**src/hw/bgs_pkg.sv**
```systemverilog
// Constants, offset syndromes and carrier types for the block/group sync detector.
// Assumes one 50 MHz clock that doubles as the fast recirculation clock.
package bgs_pkg;

  ////////////////////////////////////////////////////////////////////////////
  // Geometry and timing
  localparam int BLOCK_BITS = 26;
  localparam int SYN_BITS = 10;
  localparam int INFO_BITS = 16;
  localparam int CNT_TOP = 27;
  localparam int SPAN_BLOCKS = 50;
  localparam int CLK_HZ = 50000000;
  localparam int FAST_MIN_HZ = 33500;
  localparam int BIT_PERIOD_NS = 842000;
  localparam int CLK_PERIOD_NS = 1000000000 / CLK_HZ;
  localparam int BIT_PERIOD_CYC = BIT_PERIOD_NS / CLK_PERIOD_NS;
  localparam int PASS_CYC = CNT_TOP + 1;
  localparam int ERR_LIMIT_DEF = 10;

  localparam logic [4:0] CNT_TOP_V = 5'h1B;
  localparam logic [4:0] CNT_LAST_DIV = 5'h1A;
  localparam logic [4:0] PHASE_LAST = 5'h19;
  localparam logic [5:0] SPAN_LAST = 6'h31;

  // Generator feedback taps, x^10 term implied
  localparam logic [9:0] GEN_TAPS = 10'h1B9;

  ////////////////////////////////////////////////////////////////////////////
  // Offsets and their divider remainders
  typedef enum logic [2:0]
  {
    OFF_A = 3'h0,
    OFF_B = 3'h1,
    OFF_C = 3'h2,
    OFF_CP = 3'h3,
    OFF_D = 3'h4
  } bgs_offset_e;

  localparam int NUM_OFFSETS = 5;
  // Index order A, B, C, C', D
  localparam logic [4:0][9:0] SYN_TAB = {10'h297, 10'h2EC, 10'h12F, 10'h00E, 10'h17F};

  typedef enum logic [1:0]
  {
    TRK_HUNT = 2'h0,
    TRK_ARMED = 2'h1,
    TRK_SYNC = 2'h2
  } bgs_track_e;

  typedef struct packed {
    logic synced;
    logic block_end;
    logic [2:0] offset;
    logic [1:0] group_pos;
    logic block_error;
    logic sync_lost;
    logic slip;
    logic overrun;
  } bgs_status_s;

endpackage

```
**src/hw/bgs_detector.sv**
```systemverilog
// Block and group sync detector: window, divider, endstop sequencer and flywheel.
// Assumes data_clk_pulse is a one-cycle strobe synchronous to clk, data_bit valid with it.
//
// Operation
// Each data clock, syndrome of the latest 26 bits is computed, oldest first.
// Sync declared on two legal-order offset matches a multiple of 26 bits apart.
// In sync, expected offset is removed before the error syndrome is formed.
// Sync loss decided from errored block count over a 50 block span.
// Known station identifier one bit early or late flags a slip and realigns.
// Window shifts in new data when selected, else recirculates its output.
// Syndrome formed by a 10-bit divider with generator polynomial taps.
// Five match outputs decoded from divider contents, one per offset.
// Fast recirculation clock runs at 33.5 kHz or faster.
// Modulo-28 endstop counter decodes states 0, 1 and 27 for flags; the code decodes only states 0 and 27.
// At state 27 flags B and inhibit set, arrival clear, divider held clear.
// Data clock sets arrival, restarts counter, new bit enters window left end.
// Arrival flag clears on the first fast clock after it was set.
// All 26 stored bits circulate through the divider before next data clock.
// Remainders for A, B, C are 0101111111, 0000001110, 0100101111.
// Remainders for C' and D are 1011101100 and 1010010111.
// Matching remainder gives a sync pulse on that offset's output.
// Whole pass completes within one data bit period of about 842 us.
// Pass repeats each data clock; in sync a pulse marks each block end.
// Matched offset identity also yields group position.
// Flywheel rejects spurious pulses, fills missing ones, keeps A B C/C' D order.
// Counter holds at 27 until the next data clock restarts it.
`timescale 1ns/10ps
module bgs_detector
  import bgs_pkg::*;
#(
  parameter int ERR_LIMIT = ERR_LIMIT_DEF
)
(
  input wire logic clk,
  input wire logic rst,
  input wire logic data_clk_pulse,
  input wire logic data_bit,
  input wire logic [15:0] station_id,
  input wire logic station_id_valid,
  output logic [4:0] match_pulse,
  output bgs_status_s status,
  output logic [9:0] err_syndrome
);

  // Fast clock well above minimum, and a pass well inside one bit period
  localparam bit FAST_OK = (CLK_HZ >= FAST_MIN_HZ) && (PASS_CYC < BIT_PERIOD_CYC);
  localparam logic [5:0] ERR_LIM_V = 6'(ERR_LIMIT);

  ////////////////////////////////////////////////////////////////////////////
  // Sequencer, window and divider state
  logic [4:0] cnt_r, cnt_nxt;
  logic data_arrival_flag_r, data_arrival_flag_nxt;
  logic sequencer_flag_b_r, sequencer_flag_b_nxt;
  logic fast_clock_inhibit_flag_r, fast_clock_inhibit_flag_nxt;
  logic bit_r, bit_nxt;
  logic [25:0] win_r, win_nxt;
  logic [9:0] syn_r, syn_nxt;
  logic overrun_r, overrun_nxt;
  logic st0, st27, dividing, compare;
  logic fb;

  assign st0 = (cnt_r == 5'h00);
  assign st27 = (cnt_r == CNT_TOP_V);
  assign dividing = !st0 && !st27 && FAST_OK;
  assign compare = st27 && !sequencer_flag_b_r;
  assign fb = syn_r[9] ^ win_r[0];

  always_comb
  begin
    cnt_nxt = cnt_r;
    data_arrival_flag_nxt = data_arrival_flag_r;
    sequencer_flag_b_nxt = sequencer_flag_b_r;
    fast_clock_inhibit_flag_nxt = fast_clock_inhibit_flag_r;
    bit_nxt = bit_r;
    win_nxt = win_r;
    syn_nxt = syn_r;
    overrun_nxt = 1'b0;
    if (data_clk_pulse)
    begin
      // A pulse mid-pass restarts the pass; the late result is dropped
      overrun_nxt = !st27;
      data_arrival_flag_nxt = 1'b1;
      cnt_nxt = 5'h00;
      fast_clock_inhibit_flag_nxt = 1'b0;
      sequencer_flag_b_nxt = 1'b0;
      bit_nxt = data_bit;
      syn_nxt = '0;
    end
    else if (st0)
    begin
      data_arrival_flag_nxt = 1'b0;
      win_nxt = {bit_r, win_r[25:1]};
      syn_nxt = '0;
      cnt_nxt = 5'h01;
    end
    else if (dividing)
    begin
      win_nxt = {win_r[0], win_r[25:1]};
      syn_nxt = {syn_r[8:0], 1'b0} ^ (fb ? GEN_TAPS : 10'h000);
      cnt_nxt = cnt_r + 5'h01;
    end
    else
    begin
      // Endstop: hold until the next data clock
      cnt_nxt = CNT_TOP_V;
      data_arrival_flag_nxt = 1'b0;
      sequencer_flag_b_nxt = 1'b1;
      fast_clock_inhibit_flag_nxt = 1'b1;
      if (sequencer_flag_b_r)
      begin
        syn_nxt = '0;
      end
    end
  end

  always_ff @(posedge clk or posedge rst)
  begin
    if (rst)
    begin
      cnt_r <= CNT_TOP_V;
      data_arrival_flag_r <= 1'b0;
      sequencer_flag_b_r <= 1'b1;
      fast_clock_inhibit_flag_r <= 1'b1;
      bit_r <= 1'b0;
      win_r <= '0;
      syn_r <= '0;
      overrun_r <= 1'b0;
    end
    else
    begin
      cnt_r <= cnt_nxt;
      data_arrival_flag_r <= data_arrival_flag_nxt;
      sequencer_flag_b_r <= sequencer_flag_b_nxt;
      fast_clock_inhibit_flag_r <= fast_clock_inhibit_flag_nxt;
      bit_r <= bit_nxt;
      win_r <= win_nxt;
      syn_r <= syn_nxt;
      overrun_r <= overrun_nxt;
    end
  end

  ////////////////////////////////////////////////////////////////////////////
  // Offset decode
  logic [4:0] hit;
  logic [2:0] hit_off;
  logic [1:0] hit_pos;
  logic any_hit;
  logic [15:0] info;

  genvar gi;
  generate
    for (gi = 0; gi < NUM_OFFSETS; gi++)
    begin : g_dec
      assign hit[gi] = compare && (syn_r == SYN_TAB[gi]);
    end
    for (gi = 0; gi < INFO_BITS; gi++)
    begin : g_info
      // Oldest window bit is the first information bit
      assign info[15 - gi] = win_r[gi];
    end
  endgenerate

  always_comb
  begin
    hit_off = 3'(OFF_A);
    for (int i = NUM_OFFSETS - 1; i >= 0; i--)
    begin
      if (hit[i])
      begin
        hit_off = 3'(i);
      end
    end
  end

  assign any_hit = |hit;
  // C and C' share a group slot
  assign hit_pos = (hit_off == 3'(OFF_A)) ? 2'h0 :
                   (hit_off == 3'(OFF_B)) ? 2'h1 :
                   (hit_off == 3'(OFF_D)) ? 2'h3 : 2'h2;

  ////////////////////////////////////////////////////////////////////////////
  // Acquisition and flywheel
  bgs_track_e trk_r, trk_nxt;
  logic [4:0] phase_r, phase_nxt;
  logic [1:0] roll_r, roll_nxt;
  logic [5:0] span_r, span_nxt;
  logic [5:0] errs_r, errs_nxt;
  logic [4:0] match_nxt;
  logic [9:0] esyn_nxt;
  bgs_status_s st_nxt;
  logic [4:0] ph_inc;
  logic [1:0] roll_inc;
  logic [2:0] exp_off;
  logic [9:0] exp_syn;
  logic id_ok;

  assign ph_inc = (phase_r == PHASE_LAST) ? 5'h00 : phase_r + 5'h01;
  assign roll_inc = (phase_r == PHASE_LAST) ? roll_r + 2'h1 : roll_r;
  assign id_ok = station_id_valid && hit[OFF_A] && (info == station_id);

  always_comb
  begin
    // C' is taken when seen, otherwise C is assumed for slot 2
    case (roll_inc)
      2'h0: exp_off = 3'(OFF_A);
      2'h1: exp_off = 3'(OFF_B);
      2'h2: exp_off = hit[OFF_CP] ? 3'(OFF_CP) : 3'(OFF_C);
      2'h3: exp_off = 3'(OFF_D);
      default: exp_off = 3'(OFF_A);
    endcase
    exp_syn = SYN_TAB[exp_off];
  end

  always_comb
  begin
    trk_nxt = trk_r;
    phase_nxt = phase_r;
    roll_nxt = roll_r;
    span_nxt = span_r;
    errs_nxt = errs_r;
    match_nxt = hit;
    esyn_nxt = err_syndrome;
    st_nxt = status;
    st_nxt.block_end = 1'b0;
    st_nxt.block_error = 1'b0;
    st_nxt.sync_lost = 1'b0;
    st_nxt.slip = 1'b0;
    st_nxt.overrun = overrun_r;
    if (compare)
    begin
      phase_nxt = ph_inc;
      roll_nxt = roll_inc;
      case (trk_r)
        TRK_HUNT:
        begin
          if (any_hit)
          begin
            trk_nxt = TRK_ARMED;
            phase_nxt = 5'h00;
            roll_nxt = hit_pos;
          end
        end
        TRK_ARMED:
        begin
          if (any_hit && ph_inc == 5'h00 && hit_pos == roll_inc)
          begin
            trk_nxt = TRK_SYNC;
            span_nxt = '0;
            errs_nxt = '0;
          end
          else if (any_hit)
          begin
            phase_nxt = 5'h00;
            roll_nxt = hit_pos;
          end
        end
        TRK_SYNC:
        begin
          if (id_ok && (ph_inc == PHASE_LAST || ph_inc == 5'h01))
          begin
            // One bit slip: realign to this block A at once
            phase_nxt = 5'h00;
            roll_nxt = 2'h0;
            st_nxt.slip = 1'b1;
            st_nxt.block_end = 1'b1;
            st_nxt.offset = 3'(OFF_A);
            st_nxt.group_pos = 2'h0;
          end
          else if (ph_inc == 5'h00)
          begin
            // Flywheel block end, whether or not the raw pulse came
            esyn_nxt = syn_r ^ exp_syn;
            st_nxt.block_end = 1'b1;
            st_nxt.offset = exp_off;
            st_nxt.group_pos = roll_inc;
            st_nxt.block_error = (syn_r != exp_syn);
            errs_nxt = errs_r + ((syn_r != exp_syn) ? 6'h01 : 6'h00);
            span_nxt = span_r + 6'h01;
            // Give up as soon as the span's error budget is spent, not at its end
            if (errs_nxt > ERR_LIM_V)
            begin
              trk_nxt = TRK_HUNT;
              st_nxt.sync_lost = 1'b1;
              span_nxt = '0;
              errs_nxt = '0;
            end
            else if (span_r == SPAN_LAST)
            begin
              span_nxt = '0;
              errs_nxt = '0;
            end
          end
        end
        default:
        begin
          trk_nxt = TRK_HUNT;
        end
      endcase
    end
    st_nxt.synced = (trk_nxt == TRK_SYNC);
  end

  always_ff @(posedge clk or posedge rst)
  begin
    if (rst)
    begin
      trk_r <= TRK_HUNT;
      phase_r <= '0;
      roll_r <= '0;
      span_r <= '0;
      errs_r <= '0;
      match_pulse <= '0;
      err_syndrome <= '0;
      status <= '0;
    end
    else
    begin
      trk_r <= trk_nxt;
      phase_r <= phase_nxt;
      roll_r <= roll_nxt;
      span_r <= span_nxt;
      errs_r <= errs_nxt;
      match_pulse <= match_nxt;
      err_syndrome <= esyn_nxt;
      status <= st_nxt;
    end
  end

endmodule

```
**config.mk**
```make
export PLATFORM = sky130hd
export DESIGN_NAME = bgs_detector
export DESIGN_NICKNAME = d
export VERILOG_FILES = /design/src/hw/bgs_pkg.sv /design/src/hw/bgs_detector.sv
export SDC_FILE = /design/constraint.sdc
export NUM_CORES = 1
export LEC_CHECK = 0
export BUFFER_PORTS_ARGS = -buffer_cell sky130_fd_sc_hd__buf_4
export CORE_ASPECT_RATIO = 1.75
export CORE_UTILIZATION = 53
export DETAILED_ROUTE_END_ITERATION = 8
export PLACE_DENSITY = 0.78
export SYNTH_ARGS = -nofsm -noshare
export SYNTH_HDL_FRONTEND = slang
export SYNTH_SLANG_ARGS = --single-unit
```
**constraint.sdc**
```tcl
create_clock -name clk -period 4.9 [get_ports clk]
set_input_delay 0.49 -clock clk [delete_from_list [all_inputs] [get_ports clk]]
set_output_delay 0.49 -clock clk [all_outputs]
set_load 0.05 [all_outputs]
```
# After elaboration in Yosys (flattened, before gate mapping)

Memory sizes are Yosys's and may differ from the RTL's.
Cells that the tools add are included.

Bitwise operators: 5
Equality and inequality tests: 26
$add $sub $neg: 5
Multiplexer cells: 61
Reductions and logical operators: 31
Order comparisons: 2

Operators with widths:

| operator                                             | count |
|---|---|
| 2-to-1 mux 6 bit                                     | 10 |
| 2-to-1 mux 26 bit                                    | 2 |
| 2-to-1 mux 10 bit                                    | 5 |
| 2-to-1 mux 5 bit                                     | 7 |
| 2-to-1 mux 9 bit                                     | 3 |
| 2-to-1 mux 2 bit                                     | 13 |
| case mux 6 bit (2 select lines)                      | 2 |
| equality test 10 bit, second input constant          | 2 |
| equality test 10 x 9 -> 1 bit, second input constant | 2 |
| equality test 16 bit                                 | 1 |
| equality test 5 bit, second input constant           | 3 |
| 2-to-1 mux 3 bit                                     | 5 |
| case mux 5 bit (3 select lines)                      | 1 |
| logical AND 1 bit                                    | 12 |
| case mux 2 bit (3 select lines)                      | 2 |
| case mux 3 bit (4 select lines)                      | 1 |
| adder 5 x 1 -> 5 bit, second input constant          | 2 |
| equality test 10 x 4 -> 1 bit, second input constant | 1 |
| logical NOT 5 bit                                    | 2 |
| inequality test 10 bit                               | 1 |
| inequality test 2 bit, second input constant         | 5 |
| bitwise XOR 10 bit                                   | 1 |
| bitwise XOR 10 x 9 -> 10 bit                         | 1 |
| 2-to-1 mux 1 bit                                     | 9 |
| other kinds (26)                                     | 37 |

Register bits: 91
Bits in read-only memories: 80
Memories: 1
Input port bits: 21

Memory list:

| name            | depth | width | rd ports | clocked after Yosys merged registers in | wr ports | RTL line            | source |
|---|---|---|---|---|---|---|---|
| (no name shown) | 8     | 10    | 1        | 0                                       | 0        | bgs_detector.sv:211 | `exp_syn = SYN_TAB[exp_off];` |

# Longest topological paths before layout

Gate-level depths: netlist of run 1.

Word-level depth: 18
Depth in mapped cells: 23

# Worst setup path before layout of run 1

No wires, ideal clock.

Kind: register -> register
Start point: reg syn_r[1]
End point: reg span_r[4]
Cell stages (with the launch flop): 23
Setup time: 0.124 ns
Data arrival time: 5.184 ns
Required time: 4.776 ns
Path slack: -0.408 ns
Cell sequence: dfrtp_1 -> clkbuf_1 -> or4bb_1 -> or2_2 -> o21ai_0 -> a21oi_1 -> o21ai_0 -> ha_1 -> xnor2_1 -> nor3_1 -> a21oi_1 -> o22a_1 -> nor4_1 -> nand4_1 -> ha_1 -> ha_1 -> nand2_1 -> a31oi_1 -> o21ai_0 -> a221oi_1 -> nor3_1 -> and3_1 -> a211o_1

Word-level cells in the longest chain between the ends: 15

Ends and longest elaborated chain:

| item                                                         | RTL line            | source |
|---|---|---|
| start, declared                                              | bgs_detector.sv:57  | `logic [9:0] syn_r, syn_nxt;` |
| start signal, assigned                                       | bgs_detector.sv:137 | `syn_r <= syn_nxt;` |
| branches (longest 15 deep; another with memory (8 x 10 bit)) | --                  |  |
| end signal, assigned                                         | bgs_detector.sv:321 | `span_r <= span_nxt;` |
| end, declared                                                | bgs_detector.sv:186 | `logic [5:0] span_r, span_nxt;` |

Parallel ways; which one is timed is not known. The select of a mux whose other input is x is not followed.
A chain may end at the register's enable or synchronous reset.

# Worst setup path in the final report of run 1

Start point: reg syn_r[4]
End point: reg span_r[0]

Same word-level chain as after synthesis.

==> impl_table.tex, run 1 <==
\begin{tabular}{lr}
\hline
Metric & Value \\
\hline
\multicolumn{2}{l}{\textbf{Floorplan}} \\
\quad Num rows & 45 \\
\quad Placeable core region & 0.00867 sq mm \\
\quad Total die area & 0.00936 sq mm \\
\quad Width of the chip & 73.6 um \\
\quad Floorplan die height & 127 um \\
\quad Num ports & 47 \\
\quad Initial Utilization & 54.8\% \\
\multicolumn{2}{l}{\textbf{STA}} \\
\quad Slew @ Worst Pin & 1.14 ns \\
\quad Worst hold slack & 0.242 ns \\
\quad Final count of hold timing violations & 0 \\
\quad Max frequency & 202 MHz \\
\quad Tcrit/Tclk final & 101\% \\
\quad Slew HR & 22.7\% \\
\quad Worst Clk Skew & 0.00447 ns \\
\quad Fin worst setup slack & -0.0467 ns \\
\quad Final number of setup-violating endpoints & 2 \\
\quad Final critical-path required period & 4.95 ns \\
\quad Max-slew violation count & 0 \\
\quad RSZ-0062 raised after global routing & true \\
\multicolumn{2}{l}{\textbf{Place}} \\
\quad Dpl cells & 626 \\
\quad Final weighted congestion in routability-driven placement & 0.891 \\
\quad Count of input and output buffers & 46 \\
\quad Dpl hpwl & 7.61 mm \\
\multicolumn{2}{l}{\textbf{Yosys}} \\
\quad Most common cell in the synthesized netlist & sky130\_fd\_sc\_hd\_\_dfrtp\_1 \\
\quad Synth warn & 0 \\
\quad Area of the mapped netlist & 0.00475 sq mm \\
\quad Synth unique cells & 61 \\
\quad Synthesized flop and latch total & 91 \\
\quad List of most frequent post-synthesis cells & sky130\_fd\_sc\_hd\_\_dfrtp\_1 (86), sky130\_fd\_sc\_hd\_\_nand2\_1 (42), sky130\_fd\_sc\_hd\_\_xnor2\_1 (33) \\
\quad Primary flip-flop cell chosen by synthesis mapping & sky130\_fd\_sc\_hd\_\_dfrtp\_1 \\
\quad Synth area leader & sky130\_fd\_sc\_hd\_\_dfrtp\_1 \\
\quad Largest cells by area after synthesis & sky130\_fd\_sc\_hd\_\_dfrtp\_1 (45\%), sky130\_fd\_sc\_hd\_\_mux2\_2 (6.4\%), sky130\_fd\_sc\_hd\_\_xnor2\_1 (6.1\%) \\
\quad Share of the synthesized area in the top cell type & 45.3\% \\
\quad Mux share of post-synthesis cell area & 6.61\% \\
\quad Count of flip-flops with a built-in enable after synthesis & 0 \\
\quad Dominant combinational cell family by area after synthesis & simple AND/OR/NAND/NOR gates \\
\quad Post-synthesis average cell area & 10.3 sq um \\
\quad Xor/xnor cell area share of the yosys netlist & 7.74\% \\
\quad Adder and majority gate portion of the synthesized area & 2.63\% \\
\quad Post-synthesis sequential area ratio & 48.1\% \\
\quad Post-Syn Nets & 493 \\
\quad Area fraction in compound gates after synthesis & 13.2\% \\
\quad Simple-Gate Fraction of Synth Area & 18.0\% \\
\quad Synthesized netlist cell count & 462 \\
\quad Share of flip-flops with an asynchronous set or reset & 100\% \\
\multicolumn{2}{l}{\textbf{Power}} \\
\quad Leakage power total & 0.00256 uW \\
\quad Pwr dens & 347 mW/mm\^{}2 \\
\quad Maximum vdd drop & 0.000314 V \\
\multicolumn{2}{l}{\textbf{Critical path}} \\
\quad Reg-to-reg critical path startpoint & syn\_r[4]\$\_DFFE\_PP0P\_ \\
\quad Kind of end point of the critical path & flop \\
\quad Worst-case register-to-register setup slack & -0.05 ns \\
\quad Arrival time at the worst endpoint & 5.17 ns \\
\quad Maximum fanout encountered on the critical timing path & 6 \\
\quad Type of the setup path with the least slack & reg -> reg \\
\quad Required time of the critical path & 5.12 ns \\
\quad Cells on worst reg2reg path & 21 \\
\quad R2R Path End & span\_r[0]\$\_DFFE\_PP0P\_ \\
\quad Crit start category & flop \\
\multicolumn{2}{l}{\textbf{Finish}} \\
\quad Area taken by multi-input logic gates & 0.00239 sq mm \\
\quad Final net count & 553 \\
\quad FF/Latch Area & 0.00228 sq mm \\
\quad Area growth from synthesis to layout & 20.6\% \\
\quad Final cell count without fillers & 644 \\
\quad Antenna diodes & 0 \\
\quad Filler cells & 712 \\
\quad Share of final-layout standard cells stronger than drive strength 1 & 26.9\% \\
\multicolumn{2}{l}{\textbf{GRT}} \\
\quad Wire length of the first global-routing pass & 17.5 mm \\
\quad Initial antenna violation count & 0 \\
\quad Vias in the first global route & 3830 \\
\quad Maximum number of pins on one net before global-route repair & 51 \\
\quad Overflow left after global routing & 0 \\
\quad Overall global routing resource usage & 24.6\% \\
\multicolumn{2}{l}{\textbf{Run}} \\
\quad Number of maximum-capacitance constraint violations & 0 \\
\multicolumn{2}{l}{\textbf{Routing}} \\
\quad Vias per std cell & 5.82 \\
\quad Post-detailed-route count of antenna-violating nets & 0 \\
\quad Total wire length & 10.6 mm \\
\quad Starting DRT DRC Count & 208 \\
\quad Number of vias in the routed layout & 3745 \\
\quad Iteration count of the initial detailed-routing pass & 5 \\
\quad Wire length per cell after detailed routing & 16.4 um \\
\quad Residual DRC & 0 \\
\multicolumn{2}{l}{\textbf{Run status}} \\
\quad Status & finished, violations left \\
\quad Violated checks & negative setup slack \\
\multicolumn{2}{l}{\textbf{CTS}} \\
\quad TritonCTS clock tree & done \\
\quad TritonCTS Buffers & 9 \\
\quad Clock tree sinks & 91 \\
\quad CTS max path bufs & 2 \\
\quad Clock latency reported for the late side of the worst-skew pair & 0.34 ns \\
\quad Clock transition at the registers of the reported paths & 0.06 ns \\
\quad Root cell of the clock tree & sky130\_fd\_sc\_hd\_\_clkbuf\_16 \\
\quad Number of H-tree levels & 3 \\
\multicolumn{2}{l}{\textbf{Min path}} \\
\quad Class of the tightest hold or removal check & in -> async \\
\hline
\end{tabular}
==> how the worst max path moves through the flow <==
stage / start / end / cells after the start
2_1_floorplan: syn_r[1]$_DFFE_PP0P_ / span_r[4]$_DFFE_PP0P_ / 22
3_3_place_gp: syn_r[1]$_DFFE_PP0P_ / span_r[4]$_DFFE_PP0P_ / 21
3_5_place_dp: syn_r[1]$_DFFE_PP0P_ / span_r[4]$_DFFE_PP0P_ / 21
4_1_cts: syn_r[1]$_DFFE_PP0P_ / span_r[4]$_DFFE_PP0P_ / 21
5_1_grt: syn_r[4]$_DFFE_PP0P_ / span_r[0]$_DFFE_PP0P_ / 21
6_report: syn_r[4]$_DFFE_PP0P_ / span_r[0]$_DFFE_PP0P_ / 21
==> final cells by class <==
class                      instances  area share, %
clock buffer                      14           4.61
multi-input combinational        330           41.7
timing repair buffer              72           9.43
sequential                        91           39.9
clock inverter                     2          0.611
inverter                          18           1.20
tap                              117           2.56
==> cell usage in the layout, fill, tap and decap left out, types with 11 or more instances in the layout <==
master                    count
sky130_fd_sc_hd__mux2_2      27
sky130_fd_sc_hd__a22o_1      15
sky130_fd_sc_hd__nand2_1     41
sky130_fd_sc_hd__o21ai_0     22
sky130_fd_sc_hd__a21oi_1     11
sky130_fd_sc_hd__buf_4       72
sky130_fd_sc_hd__dfrtp_1     86
sky130_fd_sc_hd__inv_1       17
sky130_fd_sc_hd__xnor2_1     33
sky130_fd_sc_hd__nor3_1      12
sky130_fd_sc_hd__nor2_1      24
==> what timing repair did <==
action / 4_1_cts / 5_1_grt
resized for setup: 0 / 25
setup buffers: 0 / 2
hold buffers: 0 / 0
endpoints found under the setup margin: 0 / 13
==> sequential cells by signal, summed over array words and instances, names as in the netlist <==
| name | flops |
|---|---|
| roll_r | 2 |
| match_pulse | 5 |
| phase_r | 5 |
| span_r | 6 |
| syn_r | 10 |
| sequencer_flag_b_r | 1 |
| trk_r | 2 |
| errs_r | 6 |
| overrun_r | 1 |
| cnt_r | 5 |
| bit_r | 1 |
| err_syndrome | 10 |
| win_r | 26 |
| status | 11 |
==> per-stage QoR <==
step / instance area (sq um) / utilization, % / TNS (ns) / total power, uW / worst slack, ns
2_1_floorplan: 4760 / - / 0 / 1210 / 0.0116
3_3_place_gp: 5330 / 61.4 / 0 / 1290 / 0.165
3_5_place_dp: 5330 / 61.4 / 0 / 1310 / 0.0267
4_1_cts: 5620 / 64.9 / 0 / 2000 / 0.00677
5_1_grt: 5730 / 66.1 / -2.42 / 2080 / -0.281
6_report: 5730 / 66.1 / -0.0848 / 1990 / -0.0467
==> worst max-delay path, cell delays in order (launching register included) <==
cell,delay (ns)
sky130_fd_sc_hd__dfrtp_1,0.37
sky130_fd_sc_hd__or4bb_1,0.52
sky130_fd_sc_hd__or2_4,0.26
sky130_fd_sc_hd__o21ai_2,0.16
sky130_fd_sc_hd__a21oi_2,0.07
sky130_fd_sc_hd__o21ai_2,0.24
sky130_fd_sc_hd__ha_4,0.25
sky130_fd_sc_hd__xnor2_1,0.12
sky130_fd_sc_hd__nor3_1,0.19
sky130_fd_sc_hd__a21oi_1,0.06
sky130_fd_sc_hd__o22a_1,0.21
sky130_fd_sc_hd__nor4_2,0.33
sky130_fd_sc_hd__nand4_1,0.17
sky130_fd_sc_hd__ha_2,0.25
sky130_fd_sc_hd__ha_4,0.28
sky130_fd_sc_hd__nand2_2,0.06
sky130_fd_sc_hd__a31oi_1,0.16
sky130_fd_sc_hd__o21ai_1,0.12
sky130_fd_sc_hd__a221oi_2,0.43
sky130_fd_sc_hd__nor4_1,0.15
sky130_fd_sc_hd__buf_4,0.19
sky130_fd_sc_hd__mux2_2,0.25
==> power breakdown <==
group	internal, uW	switching, uW
Clock	423	269
Sequential	862	94.3
Combinational	196	142
Total	1480	505
==> cell families after synthesis <==
| family | Yosys count |
|---|---|
| buffers and inverters | 41 |
| XOR/XNOR | 42 |
| multiplexers | 28 |
| flip-flops | 91 |
| AO/OA/AOI/OAI | 93 |
| adder cells (fa/ha/maj) | 10 |
| AND/OR/NAND/NOR | 157 |
==> metal layers <==
layer	share of wire, %	vias to the layer above	global-route usage [%]
met5	0	-	0
met4	2.5	0	11.9
met3	4.0	21	5.84
met2	55	111	43.3
met1	39	1832	26.9
li1	-	1781	-
(Power assumes the default switching activity.)
==> run 2, diff against run 1 <==
==> config.mk (replaced) <==
export PLATFORM = sky130hd
export DESIGN_NAME = bgs_detector
export DESIGN_NICKNAME = d
export VERILOG_FILES = /design/src/hw/bgs_pkg.sv /design/src/hw/bgs_detector.sv
export SDC_FILE = /design/constraint.sdc
export NUM_CORES = 1
export LEC_CHECK = 0
export CORE_ASPECT_RATIO = 1.75
export CORE_UTILIZATION = 57
export DETAILED_ROUTE_END_ITERATION = 8
export DONT_BUFFER_PORTS = 1
export PLACE_DENSITY = 0.75
export SYNTH_ARGS = -nofsm -noshare
export SYNTH_HDL_FRONTEND = slang
export SYNTH_SLANG_ARGS = --single-unit
==> impl_table.tex, run 2 (synthesis results as in run 1) <==
\begin{tabular}{lr}
\hline
Metric & Value \\
\hline
\multicolumn{2}{l}{\textbf{Place}} \\
\quad Count of input and output buffers & 0 \\
\quad Final weighted congestion in routability-driven placement & 0.847 \\
\quad Dpl hpwl & 7.25 mm \\
\multicolumn{2}{l}{\textbf{CTS}} \\
\quad Clock transition at the registers of the reported paths & 0.06 ns \\
\quad Clock latency reported for the late side of the worst-skew pair & 0.35 ns \\
\quad Clock tree sinks & 91 \\
\quad TritonCTS clock tree & done \\
\quad TritonCTS Buffers & 9 \\
\quad Number of H-tree levels & 3 \\
\quad Hold-fix buffers at CTS & 0 \\
\quad CTS max path bufs & 2 \\
\quad Root cell of the clock tree & sky130\_fd\_sc\_hd\_\_clkbuf\_16 \\
\multicolumn{2}{l}{\textbf{Routing}} \\
\quad Total wire length & 10.1 mm \\
\quad Vias per std cell & 6.17 \\
\quad Iteration count of the initial detailed-routing pass & 6 \\
\quad Residual DRC & 4 \\
\quad Starting DRT DRC Count & 209 \\
\quad Post-detailed-route count of antenna-violating nets & 0 \\
\quad Wire length per cell after detailed routing & 17.5 um \\
\quad Number of vias in the routed layout & 3567 \\
\multicolumn{2}{l}{\textbf{GRT}} \\
\quad Maximum number of pins on one net before global-route repair & 57 \\
\quad Vias in the first global route & 3609 \\
\quad Overall global routing resource usage & 24.8\% \\
\quad Wire length of the first global-routing pass & 16.7 mm \\
\quad Initial antenna violation count & 0 \\
\quad Overflow left after global routing & 0 \\
\multicolumn{2}{l}{\textbf{Power}} \\
\quad Maximum vdd drop & 0.000298 V \\
\quad Leakage power total & 0.00235 uW \\
\quad Internal & 1390 uW \\
\quad Pwr dens & 351 mW/mm\^{}2 \\
\quad Clock power frac & 33.1\% \\
\quad Switching power total & 516 uW \\
\quad Switching part of the total & 27.1\% \\
\quad Fraction of power consumed by combinational cells & 16.8\% \\
\quad Share of total power in sequential cells & 50.1\% \\
\multicolumn{2}{l}{\textbf{Finish}} \\
\quad Post-layout util & 67.7\% \\
\quad Number of flip-flops under the largest register name & 26 \\
\quad Area growth from synthesis to layout & 14.3\% \\
\quad Most common library cell in the layout ignoring fill and taps & sky130\_fd\_sc\_hd\_\_dfrtp\_1 \\
\quad Area taken by multi-input logic gates & 0.00244 sq mm \\
\quad Regs by FF count & win\_r: 26 flops, status: 11 flops \\
\quad Final net count & 514 \\
\quad FF/Latch Area & 0.00228 sq mm \\
\quad Antenna diodes & 0 \\
\quad Top library cells by usage in the layout, fill and taps aside & sky130\_fd\_sc\_hd\_\_dfrtp\_1 (86), sky130\_fd\_sc\_hd\_\_nand2\_1 (41), sky130\_fd\_sc\_hd\_\_buf\_4 (32) \\
\quad Share of final-layout standard cells stronger than drive strength 1 & 22.7\% \\
\quad Most flop-heavy register & win\_r \\
\quad Filler cells & 597 \\
\multicolumn{2}{l}{\textbf{Floorplan}} \\
\quad Placeable core region & 0.00802 sq mm \\
\quad Num rows & 43 \\
\quad Width of the chip & 71.0 um \\
\quad Total die area & 0.00872 sq mm \\
\quad Initial Utilization & 59.2\% \\
\quad Num ports & 47 \\
\quad Floorplan die height & 123 um \\
\multicolumn{2}{l}{\textbf{Critical path}} \\
\quad Arrival time at the worst endpoint & 5.09 ns \\
\quad Required time of the critical path & 5.13 ns \\
\quad Launching element of the worst setup path & syn\_r[4]\$\_DFFE\_PP0P\_ \\
\quad Destination of the critical timing path & span\_r[4]\$\_DFFE\_PP0P\_ \\
\quad Cells on worst reg2reg path & 22 \\
\quad Kind of end point of the critical path & flop \\
\quad R2R Path End & span\_r[4]\$\_DFFE\_PP0P\_ \\
\quad Reg-to-reg critical path startpoint & syn\_r[4]\$\_DFFE\_PP0P\_ \\
\quad Crit start category & flop \\
\quad Maximum fanout encountered on the critical timing path & 4 \\
\quad Worst-case register-to-register setup slack & 0.04 ns \\
\quad Type of the setup path with the least slack & reg -> reg \\
\multicolumn{2}{l}{\textbf{Run status}} \\
\quad Status & finished, violations left \\
\quad Violated checks & design-rule violations \\
\multicolumn{2}{l}{\textbf{STA}} \\
\quad Tcrit/Tclk final & 99.2\% \\
\quad RSZ-0062 raised after global routing & true \\
\quad Slew HR & 25.6\% \\
\quad Final number of setup-violating endpoints & 0 \\
\quad Max frequency & 206 MHz \\
\quad Final critical-path required period & 4.86 ns \\
\quad Slew @ Worst Pin & 1.10 ns \\
\quad Final count of hold timing violations & 0 \\
\quad Max-slew violation count & 0 \\
\quad Total Negative Setup Slacks & 0 ns \\
\quad Worst Clk Skew & 0.00605 ns \\
\multicolumn{2}{l}{\textbf{Min path}} \\
\quad Class of the tightest hold or removal check & in -> async \\
\multicolumn{2}{l}{\textbf{Run}} \\
\quad Number of maximum-capacitance constraint violations & 0 \\
\hline
\end{tabular}
## run 2: power by group through the flow
stage	Clock [uW]	Sequential, uW	Combinational [uW]
global placement	0	966	304
floorplan	0	937	271
detailed placement	0	973	318
global route	671	970	350
finish	631	955	319
CTS	640	958	323
## run 2: how the worst min path moves through the flow
stage,start,endpoint,slack (ns)
6_report,rst,phase_r[1]$_DFFE_PP0P_,0.07
3_3_place_gp,overrun_r$_DFF_PP0_,status[0]$_DFF_PP0_,0.34
2_1_floorplan,overrun_r$_DFF_PP0_,status[0]$_DFF_PP0_,0.33
5_1_grt,rst,phase_r[1]$_DFFE_PP0P_,0.14
4_1_cts,rst,phase_r[1]$_DFFE_PP0P_,0.1
3_5_place_dp,overrun_r$_DFF_PP0_,status[0]$_DFF_PP0_,0.34
## run 2: area by class of cell
type | count | share of cell area [%]
multi-input combinational | 330 | 45.0
inverter | 18 | 1.27
timing repair buffer | 33 | 4.63
sequential | 91 | 42.1
tap | 90 | 2.07
clock buffer | 10 | 4.22
clock inverter | 6 | 0.737
## run 2: layer usage
layer	up-vias	GRT usage [%]	routed length (um)
met5	-	0	0
met4	0	14.6	344
met2	96	43.3	5270
met3	25	4.11	343
met1	1734	28.5	4160
li1	1712	-	-
## run 2: worst max-delay path, cell delays in order (launching register included)
cell and delay (ns):
sky130_fd_sc_hd__dfrtp_1 0.39, sky130_fd_sc_hd__or4bb_1 0.52, sky130_fd_sc_hd__or2_4 0.26, sky130_fd_sc_hd__o21ai_2 0.15
sky130_fd_sc_hd__a21oi_2 0.07, sky130_fd_sc_hd__o21ai_2 0.21, sky130_fd_sc_hd__ha_4 0.24, sky130_fd_sc_hd__xnor2_2 0.13
sky130_fd_sc_hd__nor3_2 0.15, sky130_fd_sc_hd__a21oi_1 0.07, sky130_fd_sc_hd__o22a_1 0.21, sky130_fd_sc_hd__nor4_2 0.33
sky130_fd_sc_hd__nand4_1 0.18, sky130_fd_sc_hd__ha_2 0.25, sky130_fd_sc_hd__ha_4 0.28, sky130_fd_sc_hd__nand2_4 0.06
sky130_fd_sc_hd__a31oi_4 0.16, sky130_fd_sc_hd__o21ai_2 0.09, sky130_fd_sc_hd__a221oi_2 0.27, sky130_fd_sc_hd__buf_4 0.19
sky130_fd_sc_hd__nor3_4 0.05, sky130_fd_sc_hd__nor4b_4 0.16, sky130_fd_sc_hd__a211o_1 0.30
## run 2: stage by stage
step                      total power [uW]  instances  hold WS, ns  setup slack, ns  instance area [sq um]
after floorplan                       1210        462        0.331           0.0116                   4760
after CTS                             1920        576       0.0951           0.0299                   5290
after detailed placement              1290        554        0.343           -0.102                   4950
after global placement                1270        554        0.340            0.116                   4950
after global routing                  1990        578        0.136           -0.126                   5430
final                                 1910        578       0.0726           0.0371                   5430
## run 2: timing repair
| action | in CTS | in global routing |
|---|---|---|
| pin swaps | 4 | 17 |
| buffers inserted | 6 | 2 |
| resized for setup | 6 | 25 |
| endpoints found under the setup margin | 12 | 12 |
